### src/core/rtie_defs.svh
`ifndef RTIE_DEFS_SVH
`define RTIE_DEFS_SVH
// register indices; the byte address on the bus is four times the index
`define RTIE_IDX_SYSCTL 16'hFFF2
`define RTIE_IDX_SENSE 16'hFFF4
`define RTIE_IDX_PINEN 16'hFFF5
`define RTIE_IDX_FLAGS 16'hFFF6
`define RTIE_IDX_PRIA 16'hFFF8
`define RTIE_IDX_PRIB 16'hFFF9
// reset values
`define RTIE_RST_SYSCTL 8'h0B
`define RTIE_RST_REG8 8'h00
// field positions
`define RTIE_BIT_USER_EN 3
`define RTIE_BIT_NMI_EDGE 2
`define RTIE_BIT_COND_MASK 7
`define RTIE_BIT_COND_USER 6
// vector numbers; sources after the nmi take their index plus this offset
`define RTIE_VEC_NMI 6'h07
`define RTIE_VEC_TRAP 6'h08
`define RTIE_VEC_SRC_OFS 6'h0B
// reset vector sits at byte address zero and is four bytes long
`define RTIE_VADDR_RESET 8'h00
`define RTIE_VEC_LAST_BYTE 2'h3
// stack frame of pc and condition codes, in bytes
`define RTIE_FRAME_BYTES 16'h0004
// cycles the core stays in reset after a watchdog overflow
`define RTIE_WDT_HOLD 10
`endif

### src/core/rtie_pkg.sv
package rtie_pkg;
  typedef enum logic [2:0] {
    ST_RESET = 3'h0,
    ST_INIT = 3'h1,
    ST_FETCH = 3'h2,
    ST_FIRST = 3'h3,
    ST_RUN = 3'h4,
    ST_PUSH = 3'h5
  } rtie_state_type;
endpackage

### src/core/rtie_arb_if.sv
`timescale 1ns/1ps
interface rtie_arb_if #(parameter int N = 43);
  logic [N-1:0] req;
  logic [N-1:0] hi;
  logic allow_lo;
  logic allow_hi;
  logic valid;
  logic [5:0] idx;
  modport arb(input req, input hi, input allow_lo, input allow_hi, output valid, output idx);
  modport host(output req, output hi, output allow_lo, output allow_hi, input valid, input idx);
endinterface

### src/core/rtie_pin_sense.sv
`timescale 1ns/1ps
module rtie_pin_sense (
  input wire logic clk_i,
  input wire logic rst_i,
  input wire logic pin_i,
  input wire logic rise_i,
  input wire logic level_i,
  input wire logic clr_i,
  output logic flag_o
);
  logic prev_q;
  logic flag_q;
  wire fall_hit = ~pin_i & prev_q;
  wire rise_hit = pin_i & ~prev_q;
  wire edge_hit = rise_i ? rise_hit : fall_hit;
  wire hit = level_i ? ~pin_i : edge_hit;

  // the previous level is loaded from the pin in reset so no false edge follows release
  always_ff @(posedge clk_i) begin
    if (rst_i) begin
      prev_q <= pin_i;
      flag_q <= 1'b0;
    end else begin
      prev_q <= pin_i;
      flag_q <= hit | (flag_q & ~clr_i); // a new hit beats a clear in the same cycle
    end
  end

  assign flag_o = flag_q;
endmodule

### src/core/rtie_arbiter.sv
`timescale 1ns/1ps
module rtie_arbiter #(parameter int N = 43) (
  rtie_arb_if.arb a
);
  logic hi_valid;
  logic lo_valid;
  logic [5:0] hi_idx;
  logic [5:0] lo_idx;

  // scan downward so the lowest index wins inside each level
  always_comb begin
    hi_valid = 1'b0;
    lo_valid = 1'b0;
    hi_idx = 6'h00;
    lo_idx = 6'h00;
    for (int k = N - 1; k >= 1; k--) begin
      if (a.req[k] && a.hi[k]) begin
        hi_valid = 1'b1;
        hi_idx = 6'(k);
      end
      if (a.req[k] && !a.hi[k]) begin
        lo_valid = 1'b1;
        lo_idx = 6'(k);
      end
    end
  end

  wire take_hi = a.allow_hi & hi_valid;
  wire take_lo = a.allow_lo & lo_valid;
  // source zero is the nmi: never masked, always first
  assign a.valid = a.req[0] | take_hi | take_lo;
  assign a.idx = a.req[0] ? 6'h00 : (take_hi ? hi_idx : lo_idx);
endmodule

### src/core/rtie_top.sv
// The Wishbone interface to the registers was left to the implementer.
`timescale 1ns/1ps
`include "rtie_defs.svh"
// Summary of operation
// - reset pin low halts everything, overrides all
// - reset handling starts on pin release
// - watchdog overflow also resets the device
// - reset initializes state, sets mask bit
// - fetch reset vector bytes 0 to 3
// - all interrupts blocked right after reset
// - first instruction runs without interruption
// - nine external, 34 internal, distinct vectors
// - nmi highest and always accepted
// - two priority levels, simultaneous requests arbitrated
// - three mask levels from mask bits
// - nmi edge polarity selectable
// - request pins falling edge or low level
// - trap sets mask, user bit per option
// - trap vector number 0 to 3
// - wide accesses force address bit zero low
// - flags clear by writing 0 only
// - entry pushes pc and codes, masks, vectors
// - user bit enable selects user bit role
// - nmi select 0 falling, 1 rising
module rtie_top #(
  parameter int NUM_IRQ = 8,
  parameter int NUM_INT = 34,
  parameter int WDT_HOLD = `RTIE_WDT_HOLD
) (
  input wire logic clk_i,
  input wire logic rst_i,
  input wire logic reset_pin_n_i,
  input wire logic wdt_overflow_i,
  input wire logic wb_cyc_i,
  input wire logic wb_stb_i,
  input wire logic wb_we_i,
  input wire logic [17:0] wb_adr_i,
  input wire logic [3:0] wb_sel_i,
  input wire logic [31:0] wb_dat_i,
  output logic [31:0] wb_dat_o,
  output logic wb_ack_o,
  input wire logic nmi_i,
  input wire logic [NUM_IRQ-1:0] irq_pin_n_i,
  input wire logic [NUM_INT-1:0] int_req_i,
  input wire logic [7:0] cond_code_reg_i,
  input wire logic [15:0] stack_pointer_i,
  input wire logic first_done_i,
  input wire logic trap_req_i,
  input wire logic [1:0] trap_num_i,
  input wire logic vec_ack_i,
  input wire logic [7:0] vec_data_i,
  input wire logic push_ack_i,
  input wire logic [15:0] mem_addr_i,
  input wire logic mem_wide_i,
  output logic cpu_halt_o,
  output logic periph_reset_o,
  output logic set_imask_o,
  output logic set_uimask_o,
  output logic vec_rd_o,
  output logic [15:0] vec_addr_o,
  output logic jump_o,
  output logic [31:0] jump_addr_o,
  output logic push_req_o,
  output logic [15:0] push_addr_o,
  output logic int_ack_o,
  output logic [5:0] int_vector_o,
  output logic trap_ack_o,
  output logic [15:0] mem_addr_o
);
  localparam int NSRC = 1 + NUM_IRQ + NUM_INT;

  rtie_pkg::rtie_state_type state_q;
  rtie_pkg::rtie_state_type state_d;
  logic [3:0] wdt_cnt_q;
  logic [7:0] sysctl_q;
  logic [7:0] sense_q;
  logic [7:0] pinen_q;
  logic [7:0] pria_q;
  logic [7:0] prib_q;
  logic wb_ack_q;
  logic [31:0] wb_dat_q;
  logic boot_q;
  logic [1:0] byte_q;
  logic [7:0] vaddr_q;
  logic [31:0] jaddr_q;
  logic jump_q;
  logic set_imask_q;
  logic set_uimask_q;
  logic int_ack_q;
  logic [5:0] int_vec_q;
  logic trap_ack_q;
  logic [15:0] push_addr_q;
  logic [15:0] mem_addr_q;
  logic nmi_flag;
  logic [NUM_IRQ-1:0] irq_flag;

  // any reset source; the pin and the watchdog hold share one path
  wire wdt_hold = wdt_cnt_q != 4'h0;
  wire in_rst = rst_i | ~reset_pin_n_i | wdt_overflow_i | wdt_hold;

  // watchdog hold counter is cleared only by the system reset so that it can run out
  always_ff @(posedge clk_i) begin
    if (rst_i) begin
      wdt_cnt_q <= 4'h0;
    end else if (wdt_overflow_i) begin
      wdt_cnt_q <= 4'(WDT_HOLD);
    end else if (wdt_hold) begin
      wdt_cnt_q <= wdt_cnt_q - 4'h1;
    end
  end

  // bus decode
  wire [15:0] wb_idx = wb_adr_i[17:2];
  wire wb_req = wb_cyc_i & wb_stb_i & ~wb_ack_q & ~in_rst;
  wire wb_wr = wb_req & wb_we_i & wb_sel_i[0];
  wire hit_sys = wb_idx == `RTIE_IDX_SYSCTL;
  wire hit_sense = wb_idx == `RTIE_IDX_SENSE;
  wire hit_pinen = wb_idx == `RTIE_IDX_PINEN;
  wire hit_flags = wb_idx == `RTIE_IDX_FLAGS;
  wire hit_pria = wb_idx == `RTIE_IDX_PRIA;
  wire hit_prib = wb_idx == `RTIE_IDX_PRIB;
  wire [7:0] wr_byte = wb_dat_i[7:0];

  // read mux; unmapped words read as zero
  wire [7:0] rd_byte = hit_sys ? sysctl_q :
                       hit_sense ? sense_q :
                       hit_pinen ? pinen_q :
                       hit_flags ? 8'(irq_flag) :
                       hit_pria ? pria_q :
                       hit_prib ? prib_q : 8'h00;

  // one wait state per access, ack registered the cycle after the strobe and dropped the cycle after
  always_ff @(posedge clk_i) begin
    if (in_rst) begin
      wb_ack_q <= 1'b0;
      wb_dat_q <= 32'h00000000;
    end else begin
      wb_ack_q <= wb_req;
      wb_dat_q <= wb_req ? {24'h000000, rd_byte} : wb_dat_q;
    end
  end

  // writable registers, all back to their reset values on any reset
  always_ff @(posedge clk_i) begin
    if (in_rst) begin
      sysctl_q <= `RTIE_RST_SYSCTL;
      sense_q <= `RTIE_RST_REG8;
      pinen_q <= `RTIE_RST_REG8;
      pria_q <= `RTIE_RST_REG8;
      prib_q <= `RTIE_RST_REG8;
    end else if (wb_wr) begin
      if (hit_sys) sysctl_q <= wr_byte;
      if (hit_sense) sense_q <= wr_byte;
      if (hit_pinen) pinen_q <= wr_byte;
      if (hit_pria) pria_q <= wr_byte;
      if (hit_prib) prib_q <= wr_byte;
    end
  end

  // mask view of the condition codes and the system control options;
  // with the user bit enable set, the second condition code bit is free for software
  wire user_bit_enable = sysctl_q[`RTIE_BIT_USER_EN];
  wire nmi_rise = sysctl_q[`RTIE_BIT_NMI_EDGE];
  wire cond_mask = cond_code_reg_i[`RTIE_BIT_COND_MASK];
  wire user_or_mask_bit = cond_code_reg_i[`RTIE_BIT_COND_USER];

  rtie_arb_if #(.N(NSRC)) arb ();

  // the nmi pending flag clears on its own acceptance, pin flags only by software
  // flags clear where a zero is written, a one leaves them alone
  wire flag_wr = wb_wr & hit_flags;
  wire nmi_clr = int_ack_q & (int_vec_q == `RTIE_VEC_NMI);

  rtie_pin_sense u_nmi (
    .clk_i(clk_i),
    .rst_i(in_rst),
    .pin_i(nmi_i),
    .rise_i(nmi_rise),
    .level_i(1'b0),
    .clr_i(nmi_clr),
    .flag_o(nmi_flag)
  );

  // one detector per request pin, each with its own sense bit
  for (genvar g = 0; g < NUM_IRQ; g++) begin : g_irq
    rtie_pin_sense u_irq (
      .clk_i(clk_i),
      .rst_i(in_rst),
      .pin_i(irq_pin_n_i[g]),
      .rise_i(1'b0),
      .level_i(~sense_q[g]),
      .clr_i(flag_wr & ~wr_byte[g]),
      .flag_o(irq_flag[g])
    );
  end

  // priority level per source: pins share bits of the first register,
  // internal sources go three to a bit over the rest
  wire [11:0] pri_int = {pria_q[3:0], prib_q};
  wire [7:0] pri_irq = {pria_q[4], pria_q[4], pria_q[4], pria_q[4], pria_q[5], pria_q[5], pria_q[6], pria_q[7]};
  for (genvar g = 0; g < NUM_INT; g++) begin : g_pri
    assign arb.hi[1 + NUM_IRQ + g] = pri_int[11 - (g / 3)];
  end
  assign arb.hi[NUM_IRQ:1] = pri_irq[NUM_IRQ-1:0];
  assign arb.hi[0] = 1'b1;

  // requests: the nmi flag, enabled pin flags, and peripheral levels
  assign arb.req = {int_req_i, irq_flag & pinen_q[NUM_IRQ-1:0], nmi_flag};
  // three mask levels; without user bit enable the second bit lets only high level through
  assign arb.allow_lo = ~cond_mask;
  assign arb.allow_hi = ~cond_mask | (~user_bit_enable & ~user_or_mask_bit);

  rtie_arbiter #(.N(NSRC)) u_arb (
    .a(arb)
  );

  // entry only from the run state, which is why nothing preempts the first instruction
  wire in_run = state_q == rtie_pkg::ST_RUN;
  wire int_take = in_run & arb.valid;
  // a trap waits behind any accepted interrupt, so it ranks lowest
  wire trap_take = in_run & ~arb.valid & trap_req_i;
  wire take = int_take | trap_take;
  wire [5:0] int_vec = arb.idx == 6'h00 ? `RTIE_VEC_NMI : arb.idx + `RTIE_VEC_SRC_OFS;
  wire [5:0] trap_vec = `RTIE_VEC_TRAP + {4'h0, trap_num_i};
  wire [5:0] take_vec = int_take ? int_vec : trap_vec;
  wire fetch_done = state_q == rtie_pkg::ST_FETCH && vec_ack_i && byte_q == `RTIE_VEC_LAST_BYTE;
  wire [15:0] frame_sp = stack_pointer_i - `RTIE_FRAME_BYTES;

  // sequencer next state
  always_comb begin
    state_d = state_q;
    case (state_q)
      rtie_pkg::ST_RESET: begin
        state_d = rtie_pkg::ST_INIT;
      end
      rtie_pkg::ST_INIT: begin
        state_d = rtie_pkg::ST_FETCH;
      end
      rtie_pkg::ST_FETCH: begin
        if (fetch_done) state_d = boot_q ? rtie_pkg::ST_FIRST : rtie_pkg::ST_RUN;
      end
      rtie_pkg::ST_FIRST: begin
        if (first_done_i) state_d = rtie_pkg::ST_RUN;
      end
      rtie_pkg::ST_RUN: begin
        if (take) state_d = rtie_pkg::ST_PUSH;
      end
      rtie_pkg::ST_PUSH: begin
        if (push_ack_i) state_d = rtie_pkg::ST_FETCH;
      end
      default: begin
        state_d = rtie_pkg::ST_RESET;
      end
    endcase
  end

  // state stays in reset while any reset source is active
  always_ff @(posedge clk_i) begin
    if (in_rst) begin
      state_q <= rtie_pkg::ST_RESET;
      boot_q <= 1'b1;
    end else begin
      state_q <= state_d;
      boot_q <= boot_q & ~(state_q == rtie_pkg::ST_FIRST && first_done_i);
    end
  end

  // vector fetch: four bytes, most significant first
  always_ff @(posedge clk_i) begin
    if (in_rst) begin
      byte_q <= 2'h0;
      vaddr_q <= `RTIE_VADDR_RESET;
      jaddr_q <= 32'h00000000;
    end else if (take) begin
      byte_q <= 2'h0;
      vaddr_q <= {take_vec, 2'b00};
    end else if (state_q == rtie_pkg::ST_FETCH && vec_ack_i) begin
      byte_q <= byte_q + 2'h1;
      vaddr_q <= vaddr_q + 8'h01;
      jaddr_q <= {jaddr_q[23:0], vec_data_i};
    end
  end

  // interrupt entry never touches the user bit; only a trap may set it
  // one-cycle strobes toward the core
  always_ff @(posedge clk_i) begin
    if (in_rst) begin
      jump_q <= 1'b0;
      set_imask_q <= 1'b0;
      set_uimask_q <= 1'b0;
      int_ack_q <= 1'b0;
      trap_ack_q <= 1'b0;
    end else begin
      jump_q <= fetch_done;
      set_imask_q <= state_q == rtie_pkg::ST_INIT || take;
      set_uimask_q <= trap_take & ~user_bit_enable;
      int_ack_q <= int_take;
      trap_ack_q <= trap_take;
    end
  end

  // source vector and even stack frame address captured at entry
  always_ff @(posedge clk_i) begin
    if (in_rst) begin
      int_vec_q <= 6'h00;
      push_addr_q <= 16'h0000;
    end else if (take) begin
      int_vec_q <= take_vec;
      push_addr_q <= {frame_sp[15:1], 1'b0};
    end
  end

  // word and longword accesses never reach an odd byte; costs one cycle of latency
  always_ff @(posedge clk_i) begin
    if (in_rst) begin
      mem_addr_q <= 16'h0000;
    end else begin
      mem_addr_q <= mem_wide_i ? {mem_addr_i[15:1], 1'b0} : mem_addr_i;
    end
  end

  // halt and peripheral reset are combinational so they act in the cycle the pin falls
  // outputs
  assign wb_ack_o = wb_ack_q;
  assign wb_dat_o = wb_dat_q;
  assign cpu_halt_o = in_rst | (state_q == rtie_pkg::ST_RESET);
  assign periph_reset_o = in_rst;
  assign set_imask_o = set_imask_q;
  assign set_uimask_o = set_uimask_q;
  assign vec_rd_o = state_q == rtie_pkg::ST_FETCH;
  assign vec_addr_o = {8'h00, vaddr_q};
  assign jump_o = jump_q;
  assign jump_addr_o = jaddr_q;
  assign push_req_o = state_q == rtie_pkg::ST_PUSH;
  assign push_addr_o = push_addr_q;
  assign int_ack_o = int_ack_q;
  assign int_vector_o = int_vec_q;
  assign trap_ack_o = trap_ack_q;
  assign mem_addr_o = mem_addr_q;
endmodule

### config.mk
export PLATFORM = sky130hd
export DESIGN_NAME = rtie_top
export DESIGN_NICKNAME = d
export VERILOG_FILES = /design/src/core/rtie_pkg.sv /design/src/core/rtie_arb_if.sv /design/src/core/rtie_pin_sense.sv /design/src/core/rtie_arbiter.sv /design/src/core/rtie_top.sv
export VERILOG_INCLUDE_DIRS = /design/src /design/src/core
export SDC_FILE = /design/constraint.sdc
export NUM_CORES = 1
export LEC_CHECK = 0
export BUFFER_PORTS_ARGS = -buffer_cell sky130_fd_sc_hd__buf_2
export CORE_MARGIN = 3
export CORE_UTILIZATION = 46
export CTS_CLUSTER_DIAMETER = 40
export DETAILED_ROUTE_END_ITERATION = 8
export PLACE_DENSITY_LB_ADDON = 0.08
export SLEW_MARGIN = 20
export SYNTH_ARGS = -nofsm -noshare
export SYNTH_HDL_FRONTEND = slang
export SYNTH_SLANG_ARGS = --single-unit
### constraint.sdc
create_clock -name clk_i -period 3.2 [get_ports clk_i]
set_input_delay 0 -clock clk_i [delete_from_list [all_inputs] [get_ports clk_i]]
set_output_delay 0 -clock clk_i [all_outputs]
set_load 0.02 [all_outputs]
==> reports/metrics.cfg <==
[status]
outcome = completed

[floorplan]
die_area_um2 = 19600
coreArea_um2 = 17400
rows = 48
io-pin-count = 287
die_w_um = 140
initial_core_util_pct = 47.4
die-height_um = 140

[cells_and_area]
drive_gt1_share_pct = 23.6
synthToLayoutAreaGrowth_pct = 32.7
utilization_pct = 62.9
finalInstanceArea_um2 = 11000
fin_cells = 1602
final_nets = 1527
diodes = 0

[logic_synthesis]
yosysUniqueCellTypes = 84
syn_area_per_cell_um2 = 7.73
syn-instance-count = 1068
synth_commonest_cells = 199 x nand2_1, 159 x dfxtp_1, 117 x a21oi_1
yosysMostFrequentCell = nand2_1
syn_area_um2 = 8250
ys_seq_area_share_pct = 38.6
synth-edff-count = 0
synth_async_sr_flop_share_pct = 0
synth.area.top_cells = dfxtp_1 39%, nand2_1 9.1%, a21oi_1 7.1%
yosys.area.top_type_share_pct = 38.6
yosys.area.top_type = dfxtp_1
synth-seq-cells = 159
synth_ff_type = dfxtp_1
ys_warn_count = 0

[placed_design]
place_inst = 1500
post-place-ws_ns = 0.142
hpwl_um = 18900
port_buffers = 217
post_dp_cell_area_um2 = 9610
gp_congestion = 0.950

[grt]
grt_first_pass_wirelength_um = 41600
antenna_found_initial = 0
grtUsageTotal_pct = 25.8
grt_pass1_vias = 8176
grt_max_degree = 66
grt_overflow = 0

[routing]
drt-vias-per-instance = 5.49
vias = 8788
drt_iter0_drc = 671
drcViolationCount = 0
wl_um = 25900
drt_pass1_iterations = 6
avgRoutedWirePerCell_um = 16.2
ant_nets = 0

[power]
power_density_nw_per_um2 = 409
power_switching_mw = 1.13
clkPwrFrac_pct = 46.6
p_total_mw = 4.48
p_comb_share_pct = 8.6
switching_share_pct = 25.3
power_frac_seq_pct = 44.7
ir_drop_uv = 425
p_leak_nw = 4.55
p_int_mw = 3.34

[critical_path]
slowest_delay_ns = 0.51
start_kind = register
worstPathMaxFanout = 10
critPathKind = register to register
crit_arrival_ns = 3.41
required_ns = 3.55
path_cells = a22oi_1, nand4_1, or2_1, o31a_1, buf_4, or4_4, and4_4, a31oi_4, buf_4, a21bo_1, a211oi_2
reg2reg_setup_slack_ns = 0.13
cp-endpoint = vaddr_q[7]
rr_worst_depth = 11
cp_slowest_cell = or4_4
reg2reg_to = vaddr_q[7]
cp-end-kind = register
startpoint = prib_q[5]
critPathMostFrequentCell = buf_4
r2r-start = prib_q[5]

[timing]
tightest_slew_ns = 0.872
relSlewSlack_pct = 41.4
fin_crit_sh_pct = 95.8
fin_setup_tns_ns = 0
max_freq_mhz = 326
finalCriticalPeriod_ns = 3.07
worst_hold_slack_ns = 0.0522
setup_viol = 0
fin_skew_ns = 0.00799
finalMaxSlewViolations = 0
hold_viol_final = 0
setup_slack_ns = 0.134

[clock_network]
post-cts-setup-buffers = 0
numClockSinks = 159
cts_tree = done
clkLatencyLatePin_ns = 0.43
cts_made_buffers = 17
cts_buffer_depth = 2
htreeDepth = 4
path_clk_slew_ns = 0.07
cts_root_buf = clkbuf_16

[flow_run]
drv_cap = 0

[worst_hold_path]
hold_class = primary input to register

kinds of logic after synthesis:
group	after synthesis	share of synthesized area (%)
AOI/OAI and AO/OA	323	25.3
xor gates and xnor gates	18	1.91
adders and majority gates	4	0.607
buffers and inverters	119	7.05
DFF	159	38.6
muxes	10	1.33
other	1	0.0454
and+or+nand+nor	434	25.2
power groups by stage:
| stage | Sequential, mW | Clock, mW | Combinational, mW |
|---|---|---|---|
| floorplan | 2.05 | 0 | 0.183 |
| global placement | 2.05 | 0 | 0.312 |
| detailed placement | 2.05 | 0 | 0.313 |
| CTS | 2.00 | 2.12 | 0.380 |
| global route | 2.00 | 2.21 | 0.423 |
| finish | 2.00 | 2.09 | 0.387 |
sequential cells by signal, summed over array words and instances, names as in the netlist, 3 cells and up:
| signal | cells |
|---|---|
| int_vector_o | 6 |
| prib_q | 8 |
| pria_q | 8 |
| pinen_q | 8 |
| sense_q | 8 |
| state_q | 3 |
| vaddr_q | 8 |
| sysctl_q | 8 |
| g_irq.u_irq.flag_o | 8 |
| g_irq.u_irq.prev_q | 8 |
| wb_dat_o | 8 |
| push_addr_o | 15 |
| mem_addr_o | 16 |
| jump_addr_o | 32 |
| wdt_cnt_q | 4 |
cells in the final DEF, fill, tap and decap left out, types with 7 or more instances in the layout:
master and n:
dlygate4sd3_1 70, nand3_1 28, a21oi_1 117, or3_1 12, a221oi_1 8, xnor2_1 7, nand2b_1 25, nor2b_1 7
and3_1 13, xor2_1 11, clkbuf_16 17, dfxtp_1 159, buf_4 44, a22oi_1 10, nor3b_1 8, a211oi_1 20
nand4_1 7, o211ai_1 8, nand2_1 199, buf_2 217, mux2_2 8, nor3_1 17, and2_1 19, a21o_1 13
inv_1 32, o21ai_0 60, o21a_1 8, nand3b_1 7, nor2_1 68, conb_1 33
final cells by class:
type | count | area (um^2)
Multi-Input combinational cell | 822 | 4640
Inverter | 33 | 125
Clock inverter | 15 | 180
Tap cell | 225 | 282
Timing Repair Buffer | 331 | 2120
Sequential cell | 159 | 3180
Clock buffer | 17 | 425
Fill cell | 1606 | 6460
layer usage:
metal / track usage, % / vias up / wire length (um)
met4: 7.50 / 0 / 564
met5: 0 / - / 0
met2: 40.4 / 373 / 11700
li1: - / 4326 / -
met3: 6.11 / 45 / 2070
met1: 35.7 / 4044 / 11600
critical path, delay by kind of cell (launching register included):
| kind | cells | cell delay [ns] |
|---|---|---|
| buffers and inverters | 2 | 0.34 |
| DFF | 1 | 0.35 |
| and+or+nand+nor | 4 | 1.16 |
| AOI/OAI and AO/OA | 5 | 1.15 |
repair_timing:
item                                    4_1_cts  5_1_grt
gates resized for setup                       0        7
hold endpoints to repair                    107        0
hold buffers                                 70        0
endpoints found under the setup margin        0        9
worst min path at each step:
stage              startpoint               endpoint  slack, ns  cells after the start
2_1_floorplan  irq_pin_n_i[0]  g_irq[0].u_irq.prev_q       0.03                      0
3_3_place_gp   irq_pin_n_i[3]  g_irq[3].u_irq.prev_q       0.12                      1
3_5_place_dp   irq_pin_n_i[3]  g_irq[3].u_irq.prev_q       0.12                      1
4_1_cts         trap_num_i[1]        int_vector_o[1]       0.04                      4
5_1_grt         trap_num_i[1]             vaddr_q[3]       0.06                      4
6_report        trap_num_i[1]        int_vector_o[1]       0.05                      4
Power figures use the tool's default switching activity.
